File: config.mk
export PLATFORM = sky130hd
export DESIGN_NAME = pio_ports_top
export DESIGN_NICKNAME = d
export VERILOG_FILES = /design/src/pio_pkg.sv /design/src/pio_sync.sv /design/src/pio_ports_top.sv
export SDC_FILE = /design/constraint.sdc
export NUM_CORES = 2
export LEC_CHECK = 0
export ABC_CLOCK_PERIOD_IN_PS = 30400
export BUFFER_PORTS_ARGS = -buffer_cell sky130_fd_sc_hd__buf_2
export CORE_MARGIN = 2
export CORE_UTILIZATION = 25
export DETAILED_ROUTE_END_ITERATION = 8
export GPL_TIMING_DRIVEN = 0
export HOLD_SLACK_MARGIN = 0.02
export SLEW_MARGIN = 20
export SYNTH_ARGS = -nofsm -noshare
export SYNTH_HDL_FRONTEND = slang
export SYNTH_SLANG_ARGS = --single-unit
export TNS_END_PERCENT = 1
File: constraint.sdc
create_clock -name sys_clk -period 30.4 [get_ports sys_clk]
set_clock_uncertainty 0.1 [all_clocks]
set_input_delay 1.52 -clock sys_clk [delete_from_list [all_inputs] [get_ports sys_clk]]
set_output_delay 1.52 -clock sys_clk [all_outputs]
set_load 0.1 [all_outputs]
File: src/pio_pkg.sv
// Constants shared by the parallel I/O port bank and its helpers.
// Assumes a word-indexed register port and 8-bit ports.
`default_nettype none
package pio_pkg;
   // Structure of one unit and of the whole bank
   localparam int NUM_UNITS      = 2;
   localparam int PORTS_PER_UNIT = 12;
   localparam int PORT_W         = 8;
   localparam int AW             = 8;
   localparam int DW             = 32;
   // Port roles inside one unit: A, B, C per group
   localparam int PAT_PORT       = 0;
   localparam int COS_PORT       = 1;
   localparam int C_FIRST        = 2;
   localparam int C_STRIDE       = 3;
   localparam int C_PORTS        = 4;
   // C lines wired to the interrupt logic
   localparam int C_LINE_LO      = 0;
   localparam int C_LINE_HI      = 4;
   // Event layout per unit in the status word
   localparam int EV_PER_UNIT    = 10;
   localparam int EV_PAT         = 8;
   localparam int EV_COS         = 9;
   // Register indices
   localparam logic [7:0] ADDR_DATA = 8'h00;
   localparam logic [7:0] ADDR_DIR  = 8'h20;
   localparam logic [7:0] ADDR_PAT  = 8'h40;
   localparam logic [7:0] ADDR_EDGE = 8'h44;
   localparam logic [7:0] ADDR_STAT = 8'h48;
   localparam logic [7:0] ADDR_CLR  = 8'h49;
   localparam logic [7:0] ADDR_EN   = 8'h4a;
   // Field positions and reset values
   localparam int DIR_BIT        = 0;
   localparam logic DIR_RST      = 1'b0;
   localparam logic [7:0] OUT_RST = 8'h00;
   localparam logic [7:0] PAT_RST = 8'h00;
   localparam logic [7:0] EDGE_RST = 8'h00;
   // Cycles after reset before events are trusted
   localparam logic [2:0] ARM_CYC = 3'h5;
endpackage
`default_nettype wire

File: src/pio_sync.sv
// Three-stage synchroniser with agreement filter for pin inputs.
// Assumes inputs are asynchronous to sys_clk.
`timescale 1ns/1ps
`default_nettype none
module pio_sync #(
   parameter int W = 8
) (
   input  wire logic         sys_clk,
   input  wire logic         clr,
   input  wire logic [W-1:0] async_in,
   output logic      [W-1:0] stable
);
   logic [W-1:0] s1;
   logic [W-1:0] s2;
   logic [W-1:0] s3;

   // Stages, first stage only feeds the second
   always_ff @(posedge sys_clk or posedge clr) begin
      if (clr) begin
         s1 <= '0;
         s2 <= '0;
         s3 <= '0;
      end else begin
         s1 <= async_in;
         s2 <= s1;
         s3 <= s2;
      end
   end

   // Take a new level once stages two and three agree
   always_ff @(posedge sys_clk or posedge clr) begin
      if (clr) begin
         stable <= '0;
      end else begin
         stable <= (s3 & ~(s2 ^ s3)) | (stable & (s2 ^ s3));
      end
   end
endmodule
`default_nettype wire

File: src/pio_ports_top.sv
// Bank of 8-bit parallel I/O ports with C-line, pattern-match
// and change-of-state interrupts, plus hot-reset retention.
// Assumes a word-indexed register port on sys_clk, a power-on
// reset por, a hot reset, and external pull-ups on port lines.
//
// Operation
// Lines form twelve 8-bit ports per unit: A, B and C in four groups.
// Software picks input or output for every port separately.
// Ports behave as simple basic I/O with latched, driven outputs.
// Hot reset keeps or reverts directions and outputs per hold select.
// Two lines of each C port raise interrupts on a chosen edge.
// Several interrupt sources may pend at once, each kept apart.
// Pattern-match port compared to a preset pattern; match interrupts.
// Any line change on the change-of-state port interrupts.
// An extension unit adds a second twelve-port set on the same bus.
// Without hold, software ports return to input after reset.
// Strapped ports always drive and start at logic 0.
// Power loss clears retained state; power-up gives the defaults.
// Inputs are synchronised; requests stay latched until cleared.
// Reading an output port returns the driven value.
`timescale 1ns/1ps
`default_nettype none
module pio_ports_top #(
   parameter int NUM_UNITS = pio_pkg::NUM_UNITS
) (
   input  wire logic sys_clk,
   input  wire logic reset,
   input  wire logic por,
   input  wire logic reset_hold_select,
   input  wire logic [2*NUM_UNITS*pio_pkg::PORTS_PER_UNIT-1:0] strap_out,
   input  wire logic [NUM_UNITS*pio_pkg::PORTS_PER_UNIT*8-1:0] pin_in,
   output logic      [NUM_UNITS*pio_pkg::PORTS_PER_UNIT*8-1:0] pin_out,
   output logic      [NUM_UNITS*pio_pkg::PORTS_PER_UNIT*8-1:0] pin_oe,
   input  wire logic [pio_pkg::AW-1:0] reg_addr,
   input  wire logic [pio_pkg::DW-1:0] reg_wdata,
   input  wire logic reg_wr,
   input  wire logic reg_rd,
   output logic      [pio_pkg::DW-1:0] reg_rdata,
   output logic      irq
);
   import pio_pkg::*;

   localparam int NP  = NUM_UNITS * PORTS_PER_UNIT;
   localparam int NL  = NP * PORT_W;
   localparam int NEV = NUM_UNITS * EV_PER_UNIT;

   logic [NL-1:0]   in_s;
   logic [2*NP:0]   static_s;
   logic [2*NP-1:0] strap_q;
   logic            hold_q;
   logic            rst_s1;
   logic            rst_s2;
   wire logic [NP-1:0] dir_all;
   wire logic [NL-1:0] out_all;
   wire logic [NL-1:0] oe_all;
   wire logic [NL-1:0] rd_all;
   wire logic [NEV-1:0] ev_all;
   wire logic [2*NP-1:0] chk_nib;
   logic [NEV-1:0]  status;
   logic [NEV-1:0]  enable;
   logic [NEV-1:0]  next_status;
   logic [NEV-1:0]  next_enable;
   logic [DW-1:0]   next_rdata;
   logic [2:0]      arm_cnt;
   logic            armed;
   wire logic [7:0] pat_val [NUM_UNITS];
   wire logic [7:0] edge_val [NUM_UNITS];

   // Field lines, cleared by the hot reset only
   pio_sync #(.W(NL)) u_pin_sync (
      .sys_clk  (sys_clk),
      .clr      (reset),
      .async_in (pin_in),
      .stable   (in_s)
   );

   // Static straps and hold select, cleared only at power-up
   pio_sync #(.W(2*NP+1)) u_static_sync (
      .sys_clk  (sys_clk),
      .clr      (por),
      .async_in ({reset_hold_select, strap_out}),
      .stable   (static_s)
   );
   assign strap_q = static_s[2*NP-1:0];
   assign hold_q  = static_s[2*NP];

   // Hot reset seen from the retained domain
   always_ff @(posedge sys_clk or posedge por) begin
      if (por) begin
         rst_s1 <= 1'b0;
         rst_s2 <= 1'b0;
      end else begin
         rst_s1 <= reset;
         rst_s2 <= rst_s1;
      end
   end

   // One generate entry per port, all units alike
   for (genvar p = 0; p < NP; p++) begin : g_port
      logic       dir;
      logic [7:0] outv;
      wire logic  eff_lo = dir | strap_q[2*p];
      wire logic  eff_hi = dir | strap_q[2*p+1];

      // Direction and latch survive hot reset under hold
      always_ff @(posedge sys_clk or posedge por) begin
         if (por) begin
            dir  <= DIR_RST;
            outv <= OUT_RST;
         end else if (rst_s2) begin
            if (!hold_q) begin
               dir  <= DIR_RST; // Back to input
               outv <= OUT_RST; // Strapped lines drive 0
            end
         end else if (reg_wr) begin
            if (reg_addr == ADDR_DIR + 8'(p)) begin
               dir <= reg_wdata[DIR_BIT]; // Per-port direction
            end
            if (reg_addr == ADDR_DATA + 8'(p)) begin
               outv <= reg_wdata[7:0]; // Latched like basic I/O
            end
         end
      end

      assign dir_all[p]       = dir;
      assign out_all[p*8 +: 8] = outv;
      // Straps win over a software input choice
      assign oe_all[p*8 +: 8] = {{4{eff_hi}}, {4{eff_lo}}};
      // Nibble drive as seen on the pins, for the strap check
      assign chk_nib[2*p]     = &pin_oe[p*8 +: 4];
      assign chk_nib[2*p+1]   = &pin_oe[p*8+4 +: 4];
      // Output lines read back their driven level
      assign rd_all[p*8 +: 8] = (oe_all[p*8 +: 8] & outv)
                              | (~oe_all[p*8 +: 8] & in_s[p*8 +: 8]);
   end

   // Pins follow the retained state from flip-flops
   always_ff @(posedge sys_clk or posedge por) begin
      if (por) begin
         pin_out <= '0;
         pin_oe  <= '0;
      end else begin
         pin_out <= out_all;
         pin_oe  <= oe_all;
      end
   end

   // Hold off events until synchronisers hold real levels
   always_ff @(posedge sys_clk or posedge reset) begin
      if (reset) begin
         arm_cnt <= 3'h0;
      end else if (arm_cnt != ARM_CYC) begin
         arm_cnt <= arm_cnt + 3'h1;
      end
   end
   assign armed = (arm_cnt == ARM_CYC);

   // Event sources of each unit
   for (genvar u = 0; u < NUM_UNITS; u++) begin : g_unit
      localparam int BASE = u * PORTS_PER_UNIT;
      logic [7:0] pat;
      logic [7:0] edge_sel;
      logic [7:0] c_prev;
      logic [7:0] b_prev;
      logic       match_q;
      wire logic [7:0] a_now = in_s[(BASE+PAT_PORT)*8 +: 8];
      wire logic [7:0] b_now = in_s[(BASE+COS_PORT)*8 +: 8];
      wire logic [7:0] c_now;
      wire logic       hit = (a_now == pat);

      for (genvar g = 0; g < C_PORTS; g++) begin : g_c
         localparam int CP = BASE + C_FIRST + g * C_STRIDE;
         assign c_now[2*g]   = in_s[CP*8 + C_LINE_LO];
         assign c_now[2*g+1] = in_s[CP*8 + C_LINE_HI];
      end

      // Pattern and edge choice per unit
      always_ff @(posedge sys_clk or posedge reset) begin
         if (reset) begin
            pat      <= PAT_RST;
            edge_sel <= EDGE_RST;
         end else if (reg_wr) begin
            if (reg_addr == ADDR_PAT + 8'(u)) begin
               pat <= reg_wdata[7:0];
            end
            if (reg_addr == ADDR_EDGE + 8'(u)) begin
               edge_sel <= reg_wdata[7:0];
            end
         end
      end

      // Previous samples for edge, change and match detection
      always_ff @(posedge sys_clk or posedge reset) begin
         if (reset) begin
            c_prev  <= 8'h00;
            b_prev  <= 8'h00;
            match_q <= 1'b0;
         end else begin
            c_prev  <= c_now;
            b_prev  <= b_now;
            match_q <= hit;
         end
      end

      // Edge bit 0 picks rising, 1 picks falling
      assign ev_all[u*EV_PER_UNIT +: 8] = {8{armed}}
         & ((c_now & ~c_prev & ~edge_sel) | (~c_now & c_prev & edge_sel));
      // Entering a match raises one request
      assign ev_all[u*EV_PER_UNIT + EV_PAT] = armed & hit & ~match_q;
      // Any line differing from its last sample
      assign ev_all[u*EV_PER_UNIT + EV_COS] = armed & |(b_now ^ b_prev);
      assign pat_val[u]  = pat;
      assign edge_val[u] = edge_sel;
   end

   // Sticky status, set beats clear, separate bits
   always_comb begin
      next_status = status;
      next_enable = enable;
      if (reg_wr && reg_addr == ADDR_CLR) begin
         next_status = status & ~reg_wdata[NEV-1:0];
      end
      if (reg_wr && reg_addr == ADDR_EN) begin
         next_enable = reg_wdata[NEV-1:0];
      end
      next_status = next_status | ev_all;
   end

   // Status, enable and the level interrupt
   always_ff @(posedge sys_clk or posedge reset) begin
      if (reset) begin
         status <= '0;
         enable <= '0;
         irq    <= 1'b0;
      end else begin
         status <= next_status;
         enable <= next_enable;
         irq    <= |(next_status & next_enable);
      end
   end

   // Read decode; unmapped indices read zero
   always_comb begin
      next_rdata = '0;
      for (int p = 0; p < NP; p++) begin
         if (reg_addr == ADDR_DATA + 8'(p)) begin
            next_rdata[7:0] = rd_all[p*8 +: 8];
         end
         if (reg_addr == ADDR_DIR + 8'(p)) begin
            next_rdata[2:0] = {strap_q[2*p+1], strap_q[2*p], dir_all[p]};
         end
      end
      for (int u = 0; u < NUM_UNITS; u++) begin
         if (reg_addr == ADDR_PAT + 8'(u)) begin
            next_rdata[7:0] = pat_val[u];
         end
         if (reg_addr == ADDR_EDGE + 8'(u)) begin
            next_rdata[7:0] = edge_val[u];
         end
      end
      if (reg_addr == ADDR_STAT) begin
         next_rdata[NEV-1:0] = status;
      end
      if (reg_addr == ADDR_EN) begin
         next_rdata[NEV-1:0] = enable;
      end
   end

   // Read data stand one cycle after the strobe only
   always_ff @(posedge sys_clk or posedge reset) begin
      if (reset) begin
         reg_rdata <= '0;
      end else if (reg_rd) begin
         reg_rdata <= next_rdata;
      end else begin
         reg_rdata <= '0;
      end
   end

   // Helpers seen only by the checks below
   wire logic [7:0] chk_out0 = out_all[7:0];
   wire logic [7:0] chk_wlow = reg_wdata[7:0];
   wire logic [7:0] chk_b0   = in_s[COS_PORT*8 +: 8];
   wire logic       chk_c0   = in_s[C_FIRST*8 + C_LINE_LO];
   wire logic       chk_hit0 = (in_s[7:0] == pat_val[0]);
endmodule
`default_nettype wire

=== Word-level counts from Yosys, hierarchy flattened ===
Cells that the tools add are included.

* Memory bits (read-only): 0
* Logic and storage cells: 631
* Bits in registers: 1705
* Output and inout bits: 417
* Memories: 0
* Latch bits: 0
* Bits in writable memories: 0

* Reduce and logical (&&, ||, !) cells: 107
* Eq/ne operators: 59
* Muxes and demuxes: 203
* $add $sub $neg: 1
* Div/mod/pow operators: 0
* Bitwise operators: 186
* Shift operators: 0
* Order comparisons: 0
* Multiply operators: 0

{| class="wikitable"
|+ Operator list
! operator !! number
|-
| $mux 8 || 101
|-
| $and 8x8->8 || 58
|-
| $and 192x192->192 || 2
|-
| $not 8->8 || 30
|-
| $or 8x8->8 || 26
|-
| $eq 8x6->1 const B || 24
|-
| $not 192->192 || 1
|-
| $or 192x192->192 || 1
|-
| $xor 192x192->192 || 1
|-
| $reduce_and 3->1 || 48
|-
| $mux 20 || 5
|-
| $and 49x49->49 || 2
|-
| $reduce_bool 2->1 || 49
|-
| $mux 1 || 73
|-
| $mux 3 || 24
|-
| $eq 8x4->1 const B || 8
|-
| $eq 8x5->1 const B || 8
|-
| $eq 8x7->1 const B || 7
|-
| $not 49->49 || 1
|-
| $or 49x49->49 || 1
|-
| $xor 49x49->49 || 1
|-
| $or 1x1->1 || 48
|-
| $and 20x20->20 || 2
|-
| $eq 8x3->1 const B || 4
|-
| other kinds (17) || 31
|}

=== Logic depth before layout (Yosys ltp) ===
* Depth in word-level cells: 59
* Gate-level depth with buffers: 12
* Mapped depth without buffers: 9

=== Hierarchy ===
A second synthesis with hierarchy kept.

* Cell total of the unflattened synthesis: 3952
* Area total of the unflattened synthesis: 54295.8 um2

{| class="wikitable"
|+ By module, submodules not included
! module !! sequential area each (um2) !! area each (um2) !! instances !! cells an instance
|-
| pio_ports_top || 14714.1 || 27451.3 || 1 || 2745
|-
| pio_sync at u_pin_sync || 19218.4 || 21384.3 || 1 || 961
|-
| pio_sync at u_static_sync || 4904.7 || 5460.2 || 1 || 246
|}

=== Worst setup path after synthesis ===
No wires, ideal clock.

* Path type: input-to-reg
* From: in reg_addr[5] (netlist name)
* To: reg irq
* Arrival time: 3.563 ns
* Setup time: 0.138 ns
* Slack: 26.598 ns
* Required time: 30.162 ns
* Path buffers: 1
* Cell stages on the path: 8
* Cells stage by stage: or4b_4 -> nor2_2 -> nand2_1 -> buf_6 -> mux2_4 -> a22o_1 -> a221o_1 -> or4_1

{| class="wikitable"
|+ RTL lines
! what !! line !! text
|-
| from (decl) || pio_ports_top.sv:34 || <nowiki>input wire logic [pio_pkg::AW-1:0] reg_addr,</nowiki>
|-
| $eq 8x7->1 || pio_ports_top.sv:223 || <nowiki>if (reg_wr && reg_addr == ADDR_EN) begin</nowiki>
|-
| $logic_and 1x1->1 || pio_ports_top.sv:223 ||
|-
| $mux 20 || pio_ports_top.sv:223 ||
|-
| net next_enable[18] || pio_ports_top.sv:62 || <nowiki>logic [NEV-1:0] next_enable;</nowiki>
|-
| $and 20x20->20 || pio_ports_top.sv:238 || <nowiki>irq <= |(next_status & next_enable);</nowiki>
|-
| $reduce_or 20->1 || pio_ports_top.sv:238 ||
|-
| to (signal assigned) || pio_ports_top.sv:238 ||
|-
| to (decl) || pio_ports_top.sv:39 || <nowiki>output logic irq</nowiki>
|}

The timed path passes the listed nets, and every way through them passes these cells.
A chain may end at the register's enable or synchronous reset.

=== Worst setup path in the final report ===
* From: in reg_addr[0] (netlist name)
* To: reg reg_rdata[0] (netlist name)

* Longest elaborated chain between the ends: 56

{| class="wikitable"
|+ RTL lines
! what !! line !! text
|-
| $logic_not 8->1 || pio_ports_top.sv:246 || <nowiki>if (reg_addr == ADDR_DATA + 8'(p)) begin</nowiki>
|-
| $mux 8 || pio_ports_top.sv:246 ||
|-
| $mux 3 || pio_ports_top.sv:249 || <nowiki>if (reg_addr == ADDR_DIR + 8'(p)) begin</nowiki>
|-
| $mux 8 || pio_ports_top.sv:246 ||
|-
| $mux 3 || pio_ports_top.sv:249 ||
|-
| $mux 8 || pio_ports_top.sv:246 ||
|-
| $mux 3 || pio_ports_top.sv:249 ||
|-
| $mux 8 || pio_ports_top.sv:246 ||
|-
| [... 40 more ...] || n/a ||
|-
| $mux 3 || pio_ports_top.sv:249 ||
|-
| $mux 8 || pio_ports_top.sv:254 || <nowiki>if (reg_addr == ADDR_PAT + 8'(u)) begin</nowiki>
|-
| $mux 8 || pio_ports_top.sv:257 || <nowiki>if (reg_addr == ADDR_EDGE + 8'(u)) begin</nowiki>
|-
| $mux 8 || pio_ports_top.sv:254 ||
|-
| $mux 8 || pio_ports_top.sv:257 ||
|-
| $mux 20 || pio_ports_top.sv:261 || <nowiki>if (reg_addr == ADDR_STAT) begin</nowiki>
|-
| $mux 20 (*) || pio_ports_top.sv:264 || <nowiki>if (reg_addr == ADDR_EN) begin</nowiki>
|-
| $mux 20 (*) || pio_ports_top.sv:273 || <nowiki>end else if (reg_rd) begin</nowiki>
|-
| to (signal assigned) || pio_ports_top.sv:274 || <nowiki>reg_rdata <= next_rdata;</nowiki>
|-
| to (decl) || pio_ports_top.sv:38 || <nowiki>output logic [pio_pkg::DW-1:0] reg_rdata,</nowiki>
|}

Every way passes the cells marked *; elsewhere a longest branch is shown, timed or not.

==> summary.txt <==
Floorplan
  • Core region area: between 0.2 and 0.25 sq mm
  • Top Ports: ~700
  • Die height: 467 um
  • Die X: 467 um
  • Die Area: ~0.22 sq mm
  • Cell Rows: 170
  • Initial Utilization: 0.251

CTS
  • Postcts setup bufs: 0
  • CTS H-tree depth: 4
  • PostCTS Resize Cnt: 0
  • CTS max path bufs: 3
  • Clk_lat worst skew: roughly 0.84 ns
  • Cts hold-fix bufs: 0
  • CTS Root Cell: clkbuf_16
  • Clock tree sinks: 1,552
  • Clk slew on worst S/H paths: 0.06 ns
  • TritonCTS clock tree: yes
  • Total CTS buffers: around 170

Global routing
  • M2 GR Usage: 0.282
  • Gr busiest metal: met2
  • Pin count of the biggest net entering global routing: between 100 and 150
  • Gr ovfl total: 0
  • Global-route wire length before repair: between 200,000 and 300,000 um
  • Met3 Track Usage GR: 0.0358
  • GRT met1 Usage: 0.276
  • Initial antenna violation count: 67
  • GRT Util Overall: 0.192
  • Vias in the first global route: between 30k and 40k

Setup path
  • Worst path max stage delay: 0.84 ns
  • Slowest CP cell: clkbuf_1
  • Worst path bufs/invs: 4
  • Top cell by count, worst path: buf_6
  • Worst Path Max Fanout: 10
  • CP arrival: about 6.2 ns
  • Crit Path Class: in2reg
  • CP cell instances: buf_2 > buf_6 > buf_6 > nand2b_1 > or2_1 > clkbuf_1 > o221ai_1 > a211oi_1 > and3_1 > o211ai_1 > a2111oi_1 > a211oi_2
  • Startpoint Class: input port
  • Req. time, crit path: about 30 ns
  • CP delay by family, top: compound AO/OA/AOI/OAI gates
  • CP Capture Type: flop

Power
  • Clk pwr share: 0.438
  • Leakage: just over 30 nW
  • Sw Pwr: 1.42 mW
  • Internal: roughly 3.6 mW
  • PD cells: 74.8 mW/mm^2
  • Switching fraction of total power: 0.282
  • Sequential Power Share: 0.451
  • Peak supply drop: around 50 uV
  • Comb power frac: 0.110

Synth
  • Post-synthesis sequential area ratio: 0.723
  • Synth Cell Area: ~0.054 sq mm
  • Synthesized flop and latch total: ~1.6k
  • Ys Warns: 0
  • Number of synthesized flops with an enable pin: 0
  • Ys async rst share: 1.00
  • Syn Area/Cell: about 14 sq um
  • Yosys cell types: 87
  • Gate Count Post-Synth: a little under 4k
  • Predominant post-synthesis flop cell: dfrtp_1

Timing
  • Final hold violation count: 0
  • Fin worst setup slack: 24.65 ns
  • Final setup fails: 0
  • Min Tclk post-route: around 5.7 ns
  • Fmax: between 150 and 200 MHz
  • Fin. max-slew vios: 0
  • RSZ-0062 raised after global routing: false
  • Fin crit share: 0.189
  • Worst relative slew slack: 0.189
  • Measured slew at the worst slew-check pin: roughly 1.2 ns
  • Post-Route Setup TNS: 0 ns

Place
  • HPWL after DPL: roughly 160,000 um
  • Final GP Congestion: 0.939
  • Port Buf Inserts: slightly below 700
  • Worst slack at placement: 23.88 ns

Drt
  • DRC errors left: 0
  • Via count: ~36k
  • Iteration-0 DRC Markers: about 3.6k
  • DRT Wirelength: 212,000 um
  • Drt first pass iters: 6
  • Vias/cell: approximately 4.6
  • Avg WL per Cell: roughly 27 um
  • Post-route ant nets: 0

Cells and area
  • Share of cells above drive strength 1: 0.257
  • Area grow syn2layout: 25.3%
  • Fill count: between 20k and 25k
  • Layout Nets: 5,133
  • Core Util, Final: 0.315

Run status
  • Outcome: finished, final reports clean

Run
  • Maximum Capacitance Violations: 0

Hold path
  • Hold crit path type: reg2reg
worst reg2reg max path, stage by stage, from the launching register on:
cell and delay (ns):
dfrtp_1 0.56, nor2_1 0.54, mux2i_1 0.63, o21ai_0 0.18, a211oi_1 0.73, and3_1 0.35
o211ai_1 0.12, a2111oi_1 0.78, a211oi_2 0.27
power groups by stage:
stage | clock, mW | combinational (mW) | sequential (mW)
finish | 2.21 | 0.556 | 2.27
global route | 2.35 | 0.581 | 2.28
detailed placement | 0 | 0.557 | 2.31
global placement | 0 | 0.545 | 2.31
CTS | 2.26 | 0.558 | 2.27
floorplan | 0 | 0.327 | 2.34
Yosys cell counts, drive strengths merged (14+ instances only):
cell	count	area (sq um)
buf	191	1380
o221ai	15	131
o22ai	38	238
nand4	14	87.6
a22oi	30	225
nor2	181	682
o211ai	32	240
mux2i	120	1200
xnor2	32	280
dfrtp	1552	38800
maj3	241	2410
mux2	72	818
inv	54	203
clkbuf	121	454
a21oi	107	536
nand2	563	2110
o21ai	299	1500
a211oi	14	105
nand2b	14	87.6
nand3	56	280
layout by cell type (no fill, tap or decap), types with 56 or more instances in the layout:
cell type	count
a21oi_1	107
buf_2	699
buf_4	161
clkbuf_1	125
clkbuf_16	167
dfrtp_1	1552
maj3_1	241
mux2_2	69
mux2i_1	120
nand2_1	563
nand3_1	56
nor2_1	180
o21ai_0	295
path summary, 6_finish.rpt:
path / start / endpoint / slack [ns] / cells past startpoint
max reg2reg: g_port[19].dir / reg_rdata[0] / 25.90 / 8
min in group asynchronous: por / pin_out[171] / 0.58 / 2
max in group asynchronous: reset / u_pin_sync.s3[31] / 27.50 / 6
min reg2reg: u_pin_sync.s1[46] / u_pin_sync.s2[46] / 0.22 / 0
min: u_pin_sync.s1[46] / u_pin_sync.s2[46] / 0.22 / 0
max: reg_addr[0] / reg_rdata[0] / 24.65 / 12
metal layers:
metal | routed length [um] | up-vias | part of all wire
met5 | 172 | - | 0.00081
li1 | - | 15300 | -
met2 | 92100 | 1630 | 0.43
met3 | 13300 | 355 | 0.063
met1 | 97400 | 18600 | 0.46
met4 | 9400 | 28 | 0.044
metrics by stage:
step	total power [mW]	hold slack (ns)	area, sq um	std cells
final	5.03	0.225	67300	7836
after global routing	5.21	0.240	67300	7826
after CTS	5.09	0.230	67300	7817
after detailed placement	2.87	0.235	61200	7513
after global placement	2.86	0.234	60700	7495
after floorplan	2.66	0.231	53700	3980
final cells by class:
cell class | instances | area (sq um) | share of cell area
well taps | 2838 | 3550 | 0.0528
repair buffers | 696 | 3860 | 0.0573
flip-flops and latches | 1552 | 38800 | 0.577
multi-input cells | 2061 | 12900 | 0.192
plain buffers | 312 | 1840 | 0.0274
clock inverters | 95 | 1450 | 0.0216
diodes | 18 | 45.0 | 0.000669
inverters | 55 | 221 | 0.00329
clock buffers | 209 | 4610 | 0.0684
cells by family after synthesis:
kind of cell	share of synthesized area
adders and majority gates	0.0454
other	0.0000698
buffers and inverters	0.0379
DFF	0.723
xor gates and xnor gates	0.00538
and+or+nand+nor	0.0762
muxes	0.0376
AOI/OAI and AO/OA	0.0743
Note: power is estimated with default switching activity, not from simulation.
